$ cat config.mk
export PLATFORM = sky130hd
export DESIGN_NAME = sbe_top
export DESIGN_NICKNAME = d
export VERILOG_FILES = /design/src/rtl/sbe_pkg.sv /design/src/rtl/sbe_cipher.sv /design/src/rtl/sbe_top.sv
export SDC_FILE = /design/constraint.sdc
export NUM_CORES = 2
export LEC_CHECK = 0
export ABC_AREA = 1
export BUFFER_PORTS_ARGS = -buffer_cell sky130_fd_sc_hd__buf_2
export CAP_MARGIN = 0
export CELL_PAD_IN_SITES_DETAIL_PLACEMENT = 0
export CELL_PAD_IN_SITES_GLOBAL_PLACEMENT = 2
export CORE_ASPECT_RATIO = 0.6
export CORE_UTILIZATION = 31
export CTS_CLUSTER_SIZE = 30
export DETAILED_ROUTE_END_ITERATION = 16
export PLACE_DENSITY = 0.73
export SETUP_SLACK_MARGIN = 0.02
export SLEW_MARGIN = 0
export SYNTH_ARGS = -nofsm -noshare
export SYNTH_HDL_FRONTEND = slang
export SYNTH_SLANG_ARGS = --single-unit
$ cat constraint.sdc
create_clock -name clk_sys_i -period 26.4 [get_ports clk_sys_i]
set_input_delay 1.32 -clock clk_sys_i [delete_from_list [all_inputs] [get_ports clk_sys_i]]
set_output_delay 1.32 -clock clk_sys_i [all_outputs]
set_load 0.02 [all_outputs]
$ cat src/rtl/sbe_pkg.sv
// package: constants, types and states of the secure bus encryptor
package sbe_pkg;
  localparam int ADDR_W = 17;
  localparam int DATA_W = 8;
  localparam int KEY_W = 64;
  localparam int VEC_BYTES = 48;
  localparam int VEC_IDX_W = 6;
  localparam int WIPE_WORDS = 32768;
  localparam int RD_LAT = 2;
  localparam logic [16:0] LFSR_SEED = 17'h1ACE5;
  localparam logic [16:0] LFSR_TAPS = 17'h12000;
  localparam logic [1:0] RANGE_32K = 2'h0;
  localparam logic [1:0] RANGE_64K = 2'h1;
  localparam logic [31:0] MIX_MUL = 32'h9E3779B1;
  // gray order along the usual path: wipe, open, ready, sealed
  typedef enum logic [1:0] {
    LK_WIPE = 2'b01,
    LK_OPEN = 2'b00,
    LK_READY = 2'b10,
    LK_SEALED = 2'b11
  } sbe_lock_t;
  typedef struct packed {
    logic valid;
    logic write;
    logic [16:0] addr;
    logic [7:0] data;
  } sbe_req_t;
  typedef struct packed {
    logic ce_n;
    logic oe_n;
    logic we_n;
    logic data_oe;
    logic [16:0] addr;
    logic [7:0] data;
  } sbe_mem_t;
  localparam sbe_mem_t MEM_IDLE = '{ce_n: 1'b1, oe_n: 1'b1, we_n: 1'b1,
    data_oe: 1'b0, addr: 17'h00000, data: 8'h00};
endpackage

$ cat src/rtl/sbe_cipher.sv
// combinational address permutation and byte transform
`timescale 1ns/1ns
`default_nettype none
module sbe_cipher (
  input wire logic [63:0] key_i,
  input wire logic [1:0] range_i,
  input wire logic [16:0] enc_addr_i,
  input wire logic [7:0] enc_data_i,
  input wire logic [16:0] dec_addr_i,
  input wire logic [7:0] dec_data_i,
  output logic [16:0] phys_addr_o,
  output logic [7:0] enc_data_o,
  output logic [7:0] dec_data_o
);
  import sbe_pkg::*;

  // ************************************************
  // helpers
  // ************************************************
  function automatic logic [16:0] range_mask(input logic [1:0] r);
    if (r == RANGE_32K) begin
      return 17'h07FFF;
    end else if (r == RANGE_64K) begin
      return 17'h0FFFF;
    end
    return 17'h1FFFF;
  endfunction

  // every step is invertible modulo the range, so the whole is a bijection
  function automatic logic [16:0] permute(input logic [16:0] a,
      input logic [63:0] k, input logic [16:0] m);
    logic [16:0] x;
    x = a & m;
    x = 17'(x + k[16:0]) & m;
    x = x ^ ((x << 3) & m);
    x = 17'(x * {k[32:17], 1'b1}) & m;
    x = x ^ (x >> 5);
    x = (x ^ k[49:33]) & m;
    return x;
  endfunction

  // xor pad, add pad and rotation, all from key and logical address
  function automatic logic [18:0] pad(input logic [63:0] k,
      input logic [16:0] a);
    logic [31:0] t;
    t = k[63:32] ^ k[31:0] ^ {15'h0000, a};
    t = 32'(t * MIX_MUL);
    t = t ^ (t >> 15);
    return t[18:0];
  endfunction

  function automatic logic [7:0] rotl(input logic [7:0] d,
      input logic [2:0] r);
    logic [15:0] t;
    t = {d, d} << r;
    return t[15:8];
  endfunction

  function automatic logic [7:0] rotr(input logic [7:0] d,
      input logic [2:0] r);
    logic [15:0] t;
    t = {d, d} >> r;
    return t[7:0];
  endfunction

  // ************************************************
  // datapath
  // ************************************************
  wire logic [18:0] enc_pad = pad(key_i, enc_addr_i);
  wire logic [18:0] dec_pad = pad(key_i, dec_addr_i);
  assign phys_addr_o = permute(enc_addr_i, key_i, range_mask(range_i));
  assign enc_data_o = rotl(8'((enc_data_i ^ enc_pad[7:0]) + enc_pad[15:8]),
    enc_pad[18:16]);
  assign dec_data_o = 8'(rotr(dec_data_i, dec_pad[18:16]) - dec_pad[15:8])
    ^ dec_pad[7:0];
endmodule
`default_nettype wire

$ cat src/rtl/sbe_top.sv
// secure bus encryptor: lock, key, vector store and encrypted bus cycles
`timescale 1ns/1ns
`default_nettype none
module sbe_top #(
  parameter int WIPE_WORDS = sbe_pkg::WIPE_WORDS
) (
  input wire logic clk_sys_i,
  input wire logic reset_i,
  input wire logic battery_por_i,
  input wire logic tamper_destruct_input_i,
  input wire logic boot_mode_i,
  input wire logic lock_clear_i,
  input wire logic lock_set_i,
  input wire logic key_load_i,
  input wire logic [63:0] trng_word_i,
  input wire logic [1:0] range_cfg_i,
  input wire sbe_pkg::sbe_req_t cpu_req_i,
  input wire logic [7:0] mem_data_i,
  input wire logic vec_we_i,
  input wire logic [5:0] vec_idx_i,
  input wire logic [7:0] vec_wdata_i,
  output var sbe_pkg::sbe_mem_t mem_o,
  output logic [7:0] cpu_rdata_o,
  output logic cpu_rvalid_o,
  output logic load_refused_o,
  output logic [7:0] vec_rdata_o,
  output logic lock_o,
  output logic wipe_busy_o
);
  import sbe_pkg::*;

  // ************************************************
  // nonvolatile state: lock, key, range, vectors
  // ************************************************
  // battery_por_i stands for battery attach; reset_i leaves these alone
  sbe_lock_t lk_q;
  logic [63:0] key_q;
  logic [1:0] range_q;
  logic [16:0] wipe_cnt_q;
  logic [7:0] vec_q [VEC_BYTES];

  wire logic erase = tamper_destruct_input_i
    | (boot_mode_i & lock_clear_i);
  wire logic wiping = (lk_q == LK_WIPE);
  wire logic load_ok = (lk_q == LK_READY);
  wire logic wipe_last = (wipe_cnt_q == 17'(WIPE_WORDS - 1));
  wire logic key_take = boot_mode_i & key_load_i
    & (lk_q == LK_OPEN || lk_q == LK_READY);
  wire logic vec_hit = ({26'h0, vec_idx_i} < VEC_BYTES);

  always_ff @(posedge clk_sys_i) begin
    if (battery_por_i || erase) begin
      lk_q <= LK_WIPE;
      key_q <= 64'h0000000000000000;
      wipe_cnt_q <= 17'h00000;
    end else begin
      case (lk_q)
        LK_WIPE: begin
          wipe_cnt_q <= 17'(wipe_cnt_q + 17'h00001);
          if (wipe_last) begin
            lk_q <= LK_OPEN;
          end
        end
        LK_OPEN: begin
          if (key_take) begin
            key_q <= trng_word_i;
            lk_q <= LK_READY;
          end
        end
        LK_READY: begin
          if (key_take) begin
            key_q <= trng_word_i;
          end else if (boot_mode_i && lock_set_i) begin
            lk_q <= LK_SEALED;
          end
        end
        default: begin
          lk_q <= LK_SEALED;
        end
      endcase
    end
  end

  // range is only reconfigured in boot mode while lock_o is low and no wipe runs
  always_ff @(posedge clk_sys_i) begin
    if (battery_por_i) begin
      range_q <= RANGE_32K;
    end else if (boot_mode_i && !lock_o && !wiping) begin
      range_q <= range_cfg_i;
    end
  end

  always_ff @(posedge clk_sys_i) begin
    if (battery_por_i || erase) begin
      for (int i = 0; i < VEC_BYTES; i++) begin
        vec_q[i] <= 8'h00;
      end
    end else if (vec_we_i && boot_mode_i && load_ok && vec_hit) begin
      vec_q[vec_idx_i] <= vec_wdata_i;
    end
  end

  // ************************************************
  // bus cycle selection
  // ************************************************
  logic [16:0] lfsr_q;
  logic pend_q;
  logic [16:0] pend_addr_q;
  logic [16:0] phys_addr;
  logic [7:0] enc_data;
  logic [7:0] dec_data;

  wire logic exec = !boot_mode_i;
  wire logic real_ok = cpu_req_i.valid & !wiping & (exec | load_ok);
  // requests during the wipe are ignored without an indication
  wire logic refuse = cpu_req_i.valid & boot_mode_i & !load_ok
    & !wiping;
  wire logic dummy = exec & !wiping & !cpu_req_i.valid;
  wire logic [16:0] enc_addr = cpu_req_i.valid ? cpu_req_i.addr : lfsr_q;
  wire logic [16:0] lfsr_nxt = lfsr_q[0] ? ((lfsr_q >> 1) ^ LFSR_TAPS)
    : (lfsr_q >> 1);

  // single shared cipher, no bypass path exists except the raw wipe cycles
  sbe_cipher u_cipher (
    .key_i(key_q),
    .range_i(range_q),
    .enc_addr_i(enc_addr),
    .enc_data_i(cpu_req_i.data),
    .dec_addr_i(pend_addr_q),
    .dec_data_i(mem_data_i),
    .phys_addr_o(phys_addr),
    .enc_data_o(enc_data),
    .dec_data_o(dec_data)
  );

  sbe_mem_t mem_d;
  always_comb begin
    mem_d = MEM_IDLE;
    if (wiping) begin
      // physical wipe: key is gone, so plain zeros at raw addresses
      mem_d.ce_n = 1'b0;
      mem_d.we_n = 1'b0;
      mem_d.data_oe = 1'b1;
      mem_d.addr = wipe_cnt_q;
    end else if (real_ok || dummy) begin
      mem_d.ce_n = 1'b0;
      mem_d.addr = phys_addr;
      if (real_ok && cpu_req_i.write) begin
        mem_d.we_n = 1'b0;
        mem_d.data_oe = 1'b1;
        mem_d.data = enc_data;
      end else begin
        mem_d.oe_n = 1'b0;
      end
    end
  end

  // ************************************************
  // registers of the bus side
  // ************************************************
  always_ff @(posedge clk_sys_i) begin
    if (reset_i) begin
      mem_o <= MEM_IDLE;
      lfsr_q <= LFSR_SEED;
      pend_q <= 1'b0;
      pend_addr_q <= 17'h00000;
      cpu_rdata_o <= 8'h00;
      cpu_rvalid_o <= 1'b0;
      load_refused_o <= 1'b0;
    end else begin
      mem_o <= mem_d;
      if (dummy) begin
        lfsr_q <= lfsr_nxt;
      end
      pend_q <= real_ok & !cpu_req_i.write;
      pend_addr_q <= cpu_req_i.addr;
      cpu_rvalid_o <= pend_q;
      if (pend_q) begin
        cpu_rdata_o <= dec_data;
      end
      load_refused_o <= refuse;
    end
  end

  always_ff @(posedge clk_sys_i) begin
    if (reset_i) begin
      vec_rdata_o <= 8'h00;
      lock_o <= 1'b0;
      wipe_busy_o <= 1'b0;
    end else begin
      vec_rdata_o <= vec_hit ? vec_q[vec_idx_i] : 8'h00;
      lock_o <= (lk_q == LK_SEALED);
      wipe_busy_o <= wiping;
    end
  end

  // ************************************************
  // checks
  // ************************************************
  logic vec_zero;
  always_comb begin
    vec_zero = 1'b1;
    for (int i = 0; i < VEC_BYTES; i++) begin
      vec_zero = vec_zero & (vec_q[i] == 8'h00);
    end
  end
endmodule
`default_nettype wire

After elaboration in Yosys (flattened, before gate mapping):

Memory sizes are Yosys's and may differ from the RTL's. A register that Yosys moved wholly into a read port is not among the register bits.
Index checks and enable logic that the tools add are counted.

* bits in writable memories: 384
* logic and storage cells: 121
* output and inout port bits: 49
* bits of input ports: 124
* memories: 1
* bits in registers: 161

Memories
* vec_q: depth 48, bits a word 8, rd ports 1, clocked after Yosys merged registers in 1, wr ports 48, RTL line sbe_top.sv:40 `logic [7:0] vec_q [VEC_BYTES];`

* reductions and logical operators: 25
* shift operators: 2
* bitwise operators: 32
* multipliers: 3
* eq/ne operators: 9
* magnitude comparators: 1
* multiplexer cells: 26
* $add $sub $neg: 4

Operator list (count)
* bitwise AND 17 bit: 5
* two-way mux 17 bit: 5
* multiplier 32 x 32 -> 32 bit (second input constant): 2
* bitwise XOR 32 x 17 -> 32 bit: 2
* bitwise XOR 19 x 17 -> 19 bit: 2
* bitwise XOR 17 bit: 2
* bitwise XOR 32 bit: 1
* two-way mux 29 bit: 1
* two-way mux 19 bit: 1
* adder 17 x 1 -> 17 bit (second input constant): 1
* adder 17 bit: 1
* == test 17 x 15 -> 1 bit (second input constant): 1
* multiplier 17 x 17 -> 17 bit: 1
* bitwise XOR 17 x 12 -> 17 bit: 1
* two-way mux 8 bit: 2
* << shifter 16 x 3 -> 16 bit: 1
* >> shifter 16 x 3 -> 8 bit: 1
* bitwise XOR 8 bit: 2
* bitwise AND 1 bit: 11
* two-way mux 1 bit: 10
* two-way mux 2 bit: 5
* adder 8 bit: 1
* OR reduction 8 bit: 1
* subtractor 8 bit: 1
* 19 further kinds: 41

Longest topological paths before layout:

* word-level depth: 16
* gate-level depth with buffers: 53
* depth with buffers taken out: 53

Modules after synthesis:

From an unflattened synthesis, not the netlist that was laid out.

* cell total of the unflattened synthesis: 5890
* area, all modules: 49851.6 µm²

Modules (own cells, without submodules)
* sbe_cipher: seq. area each 0.0 µm², cells an instance 3073, times used 1, area each 25582.0 µm²
* sbe_top: seq. area each 14914.3 µm², cells an instance 2817, times used 1, area each 24269.5 µm²

Least setup slack after synthesis:

Ideal clock, no wire load.

* path type: input to register
* start: input cpu_req_i[26] in the netlist's numbering
* end: register mem_o[1] in the netlist's numbering
* library setup time: 0.114 ns
* arrival time: 9.570 ns
* slack: 16.717 ns
* stages on the path: 41
* buffers on the path: 2
* required time: 26.286 ns
* path through: buf_6 > inv_4 > clkbuf_1 > o21ai_0 > xnor2_1 > fa_1 > fa_1 > fa_1 > inv_1 > fa_1 > inv_1 > fa_1 > fa_1 > fa_1 > inv_1 > fa_1 > inv_1 > ha_1 > [5 not listed] > xnor2_1 > ha_1 > a21oi_1 > nand2_1 > a21oi_1 > o21bai_1 > nand2_1 > nand2_1 > a21oi_1 > xor2_1 > nand3b_1 > nand2_1 > inv_1 > nand3_1 > nand3_1 > nand2_1 > nor2_1 > nor2_1

* cells in the longest elaborated chain, start to end: 7
* elaborated cells between the ends (all ways): 16
* classes of those cells: add/sub (1); mul (1); shift (1); mux (1); bitwise (8); reduce/logical (4)

RTL lines
* from (decl): RTL line sbe_top.sv:17 `input wire sbe_pkg::sbe_req_t cpu_req_i,`
* two-way mux 17 bit: RTL line sbe_top.sv:119 `wire logic [16:0] enc_addr = cpu_req_i.valid ? cpu_req_i.addr : lfsr_q;`
* bitwise XOR 32 x 17 -> 32 bit: RTL line sbe_cipher.sv:46 `t = k[63:32] ^ k[31:0] ^ {15'h0000, a};`
* multiplier 32 x 32 -> 32 bit: RTL line sbe_cipher.sv:47 `t = 32'(t * MIX_MUL);`
* bitwise XOR 19 x 17 -> 19 bit: RTL line sbe_cipher.sv:48 `t = t ^ (t >> 15);`
* bitwise XOR 8 bit: RTL line sbe_cipher.sv:72 `assign enc_data_o = rotl(8'((enc_data_i ^ enc_pad[7:0]) + enc_pad[15:8]),`
* adder 8 bit: RTL line sbe_cipher.sv:72
* << shifter 16 x 3 -> 16 bit: RTL line sbe_cipher.sv:55 `t = {d, d} << r;`
* to (signal assigned): RTL line sbe_top.sv:171 `mem_o <= mem_d;`
* to (decl): RTL line sbe_top.sv:22 `output var sbe_pkg::sbe_mem_t mem_o,`

Parallel ways exist; a longest one is shown, timed or not.
A chain may end at the register's enable or synchronous reset.

Final worst setup path:

* start: register key_q[8]
* end: register cpu_rdata_o[7]

* cells in the longest elaborated chain, start to end: 7

RTL lines
* from (decl): RTL line sbe_top.sv:37 `logic [63:0] key_q;`
* from (signal assigned): RTL line sbe_top.sv:66 `key_q <= trng_word_i;`
* from (signal assigned): RTL line sbe_top.sv:72 `key_q <= trng_word_i;`
* bitwise XOR 32 bit (*): RTL line sbe_cipher.sv:46
* bitwise XOR 32 x 17 -> 32 bit (*): RTL line sbe_cipher.sv:46
* multiplier 32 x 32 -> 32 bit (*): RTL line sbe_cipher.sv:47
* bitwise XOR 19 x 17 -> 19 bit (*): RTL line sbe_cipher.sv:48
* >> shifter 16 x 3 -> 8 bit: RTL line sbe_cipher.sv:62 `t = {d, d} >> r;`
* subtractor 8 bit: RTL line sbe_cipher.sv:74 `assign dec_data_o = 8'(rotr(dec_data_i, dec_pad[18:16]) - dec_pad[15:8])`
* bitwise XOR 8 bit (*): RTL line sbe_cipher.sv:75 `^ dec_pad[7:0];`
* to (signal assigned): RTL line sbe_top.sv:179 `cpu_rdata_o <= dec_data;`
* to (decl): RTL line sbe_top.sv:23 `output logic [7:0] cpu_rdata_o,`

Every way passes the cells marked *; elsewhere a longest branch is shown, timed or not.

==> impl_results.html <==
<table>
<tr><th>Metric</th><th>Value</th></tr>
<tr><th colspan="2">Clocking</th></tr>
<tr><td>Maximum buffer depth of the clock tree</td><td>3</td></tr>
<tr><td>Cts hold-fix bufs</td><td>0</td></tr>
<tr><td>Worst-Skew Late Latency</td><td>0.70 ns</td></tr>
<tr><td>Total number of H-tree levels</td><td>2</td></tr>
<tr><td>Clock Pin Slew Worst Setup and Hold Paths</td><td>0.06 ns</td></tr>
<tr><td>Clock Root Buffer</td><td>sky130_fd_sc_hd__clkbuf_16</td></tr>
<tr><td>Count of instances resized after the clock tree is built</td><td>0</td></tr>
<tr><td>Clk sinks</td><td>553</td></tr>
<tr><td>TritonCTS clock tree</td><td>built</td></tr>
<tr><td>Count of buffers added by post-CTS timing repair for setup</td><td>0</td></tr>
<tr><td>Number of buffers added by the clock tree synthesis step</td><td>60</td></tr>
<tr><th colspan="2">STA</th></tr>
<tr><td>Post-route fraction of the period consumed by the critical path</td><td>0.4233</td></tr>
<tr><td>Time the final worst path needs with I/O delays and setup</td><td>11.17 ns</td></tr>
<tr><td>Max_slew headroom</td><td>0.1839</td></tr>
<tr><td>Clock Skew</td><td>0.06812 ns</td></tr>
<tr><td>Max Fclk</td><td>89.49 MHz</td></tr>
<tr><td>Transition time at the pin with the least slew margin</td><td>1.215 ns</td></tr>
<tr><td>Max-slew violation count</td><td>0</td></tr>
<tr><td>Number of endpoints failing setup at the final stage</td><td>0</td></tr>
<tr><td>RSZ-0062 raised after global routing</td><td>no</td></tr>
<tr><td>Sum of negative setup slack</td><td>0 ns</td></tr>
<tr><td>Final hold vios</td><td>0</td></tr>
<tr><th colspan="2">Critical path</th></tr>
<tr><td>Max FO, Critical Path</td><td>9</td></tr>
<tr><td>Worst setup SP type</td><td>register</td></tr>
<tr><td>Most repeated library cell on the critical path</td><td>sky130_fd_sc_hd__inv_1</td></tr>
<tr><td>Setup CP Type</td><td>reg2reg</td></tr>
<tr><td>Arrival time of data at the critical path endpoint</td><td>11.71 ns</td></tr>
<tr><td>Delay of the slowest cell on the worst path</td><td>0.60 ns</td></tr>
<tr><td>Worst path required time</td><td>26.93 ns</td></tr>
<tr><td>Worst path slowest cell</td><td>sky130_fd_sc_hd__fa_1</td></tr>
<tr><td>Crit. End Element</td><td>register</td></tr>
<tr><th colspan="2">Global routing</th></tr>
<tr><td>Global-route wire length before repair</td><td>243900 um</td></tr>
<tr><td>Vias in the first global route</td><td>35430</td></tr>
<tr><td>Pin count of the biggest net entering global routing</td><td>79</td></tr>
<tr><td>Total grt overflow</td><td>0</td></tr>
<tr><td>Initial antenna violation count</td><td>6</td></tr>
<tr><td>Gr usage total</td><td>0.2144</td></tr>
<tr><th colspan="2">Die</th></tr>
<tr><td>Die Ht</td><td>305.3 um</td></tr>
<tr><td>Num rows</td><td>110</td></tr>
<tr><td>Die width</td><td>507.6 um</td></tr>
<tr><td>Placeable core region</td><td>0.1511 mm^2</td></tr>
<tr><td>Effective utilization at floorplan</td><td>0.3146</td></tr>
<tr><td>Die Footprint</td><td>0.1550 mm^2</td></tr>
<tr><td>Count of boundary I/O pins</td><td>173</td></tr>
<tr><th colspan="2">Synthesis</th></tr>
<tr><td>Dominant cell type by area after synthesis</td><td>sky130_fd_sc_hd__edfxtp_1</td></tr>
<tr><td>Predominant post-synthesis flop cell</td><td>sky130_fd_sc_hd__edfxtp_1</td></tr>
<tr><td>Syn nets</td><td>6213</td></tr>
<tr><td>Number of cells produced by synthesis</td><td>5160</td></tr>
<tr><td>Library cells used by synthesis</td><td>54</td></tr>
<tr><td>Share of the synthesized area in the top cell type</td><td>0.2426</td></tr>
<tr><td>Number of flops mapped to enable cells by yosys</td><td>384</td></tr>
<tr><td>Mean post-synth cell area</td><td>9.213 um^2</td></tr>
<tr><td>Yosys synthesis warning count</td><td>0</td></tr>
<tr><td>Mapped cell area</td><td>0.04754 mm^2</td></tr>
<tr><td>Sequential share of the synthesized area</td><td>0.3137</td></tr>
<tr><td>Share of flip-flops with an asynchronous set or reset</td><td>0</td></tr>
<tr><td>Top area cells in the synthesized netlist</td><td>sky130_fd_sc_hd__edfxtp_1, sky130_fd_sc_hd__fa_1, sky130_fd_sc_hd__ha_1</td></tr>
<tr><td>Number of synthesized register bits</td><td>553</td></tr>
<tr><th colspan="2">Final layout</th></tr>
<tr><td>Area Overhead vs Synth</td><td>11.66%</td></tr>
<tr><td>Post-route cell area</td><td>0.05308 mm^2</td></tr>
<tr><td>Post-route core utilization</td><td>0.3513</td></tr>
<tr><td>Non-Filler Instances</td><td>7387</td></tr>
<tr><td>Leading cell type in the layout, fill and taps excluded</td><td>sky130_fd_sc_hd__inv_1</td></tr>
<tr><td>Net count, final</td><td>6371</td></tr>
<tr><td>Leading cell types in the layout, fill and taps excluded</td><td>sky130_fd_sc_hd__inv_1, sky130_fd_sc_hd__nand2_1, sky130_fd_sc_hd__nor2_1</td></tr>
<tr><td>Layout cells sized above 1</td><td>0.08177</td></tr>
<tr><th colspan="2">Detailed routing</th></tr>
<tr><td>Routed via count divided by cell count</td><td>4.875</td></tr>
<tr><td>Via total after detailed routing</td><td>36010</td></tr>
<tr><td>Detailed-route DRC error count</td><td>0</td></tr>
<tr><td>Mean routed wirelength per cell</td><td>22.44 um</td></tr>
<tr><td>Remaining number of nets flagged by the antenna check after routing</td><td>0</td></tr>
<tr><td>Detailed-route wire length</td><td>165800 um</td></tr>
<tr><td>Number of DRC markers in iteration 0</td><td>3530</td></tr>
<tr><td>Pre-antenna DRT Iters</td><td>5</td></tr>
<tr><th colspan="2">Place</th></tr>
<tr><td>Hpwl dp</td><td>133300 um</td></tr>
<tr><td>Area after detailed placement</td><td>0.05100 mm^2</td></tr>
<tr><td>Total instance count after detailed placement</td><td>7272</td></tr>
<tr><td>Final RePlAce weighted congestion</td><td>0.9362</td></tr>
<tr><td>Count of input and output buffers</td><td>172</td></tr>
<tr><th colspan="2">Flow run</th></tr>
<tr><td>Maxcap violations</td><td>0</td></tr>
<tr><th colspan="2">Status</th></tr>
<tr><td>Run status</td><td>complete, no violations</td></tr>
<tr><th colspan="2">Hold path</th></tr>
<tr><td>Min-Delay Path Class</td><td>reg2reg</td></tr>
</table>
cell families after synthesis:
| kind of cell | Yosys count | share of synthesized area |
|---|---|---|
| and+or+nand+nor | 1725 | 0.1506 |
| buffers and inverters | 1193 | 0.09465 |
| adders and majority gates | 929 | 0.3233 |
| DFF | 553 | 0.3137 |
| AOI/OAI and AO/OA | 497 | 0.06551 |
| xor gates and xnor gates | 263 | 0.05225 |
critical path: cells and delay by family, from the launching register on:
kind / cells / cell delay [ns]
AOI/OAI and AO/OA: 5 / 0.90
DFF: 1 / 0.35
xor gates and xnor gates: 4 / 1.25
adders and majority gates: 10 / 4.59
buffers and inverters: 11 / 1.11
and+or+nand+nor: 20 / 2.84
final cells by class:
class | instances | area, um^2
Fill cell | 15540 | 98040
Multi-Input combinational cell | 3414 | 28250
Sequential cell | 553 | 14910
Inverter | 1049 | 3943
Tap cell | 2016 | 2522
Clock buffer | 75 | 1610
Timing Repair Buffer | 240 | 1371
Clock inverter | 38 | 469.2
Antenna cell | 2 | 5.005
cells in the mapped netlist, drive strengths merged, types with 11 or more instances:
| cell type | n |
|---|---|
| inv | 1043 |
| nand2 | 793 |
| nor2 | 617 |
| fa | 499 |
| ha | 430 |
| edfxtp | 384 |
| nand3 | 196 |
| dfxtp | 169 |
| o21ai | 151 |
| a21oi | 136 |
| xnor2 | 133 |
| clkbuf | 131 |
| xor2 | 130 |
| nand4 | 63 |
| a22oi | 55 |
| a221oi | 53 |
| a22o | 37 |
| nor3 | 32 |
| a31oi | 16 |
| buf | 13 |
| o211ai | 13 |
| o22ai | 11 |
flip-flops by register name, indices dropped and copies added (netlist names), 2 cells and up:
name	count
cpu_rdata_o	8
key_q	64
lfsr_q	17
lk_q	2
mem_o	29
pend_addr_q	17
range_q	2
vec_q	384
vec_rdata_o	8
wipe_cnt_q	17
stage by stage:
step / hold WS (ns) / worst slack (ns)
after floorplan: 0.4224 / 16.72
after global placement: 0.4442 / 15.36
after detailed placement: 0.4489 / 15.49
after CTS: 0.4565 / 15.36
after global routing: 0.4828 / 14.60
final: 0.4573 / 15.23
per-layer routing:
| metal | GRT usage | vias to the layer above | part of all wire |
|---|---|---|---|
| li1 | - | 16710 | - |
| met1 | 0.3635 | 17960 | 0.54 |
| met2 | 0.2771 | 1228 | 0.37 |
| met3 | 0.03715 | 117 | 0.077 |
| met4 | 0.02730 | 0 | 0.011 |
| met5 | 0 | - | 0 |
worst paths after layout:
kind                   from        endpoint  slack (ns)  depth (start not counted)
max                key_q[8]  cpu_rdata_o[7]       15.23                         50
min          wipe_cnt_q[16]  wipe_cnt_q[16]        0.46                          1
max reg2reg        key_q[8]  cpu_rdata_o[7]       15.23                         50
min reg2reg  wipe_cnt_q[16]  wipe_cnt_q[16]        0.46                          1
Power is not shown: default switching activity piles up to over one toggle a cycle in this logic, so the estimate is an artifact.
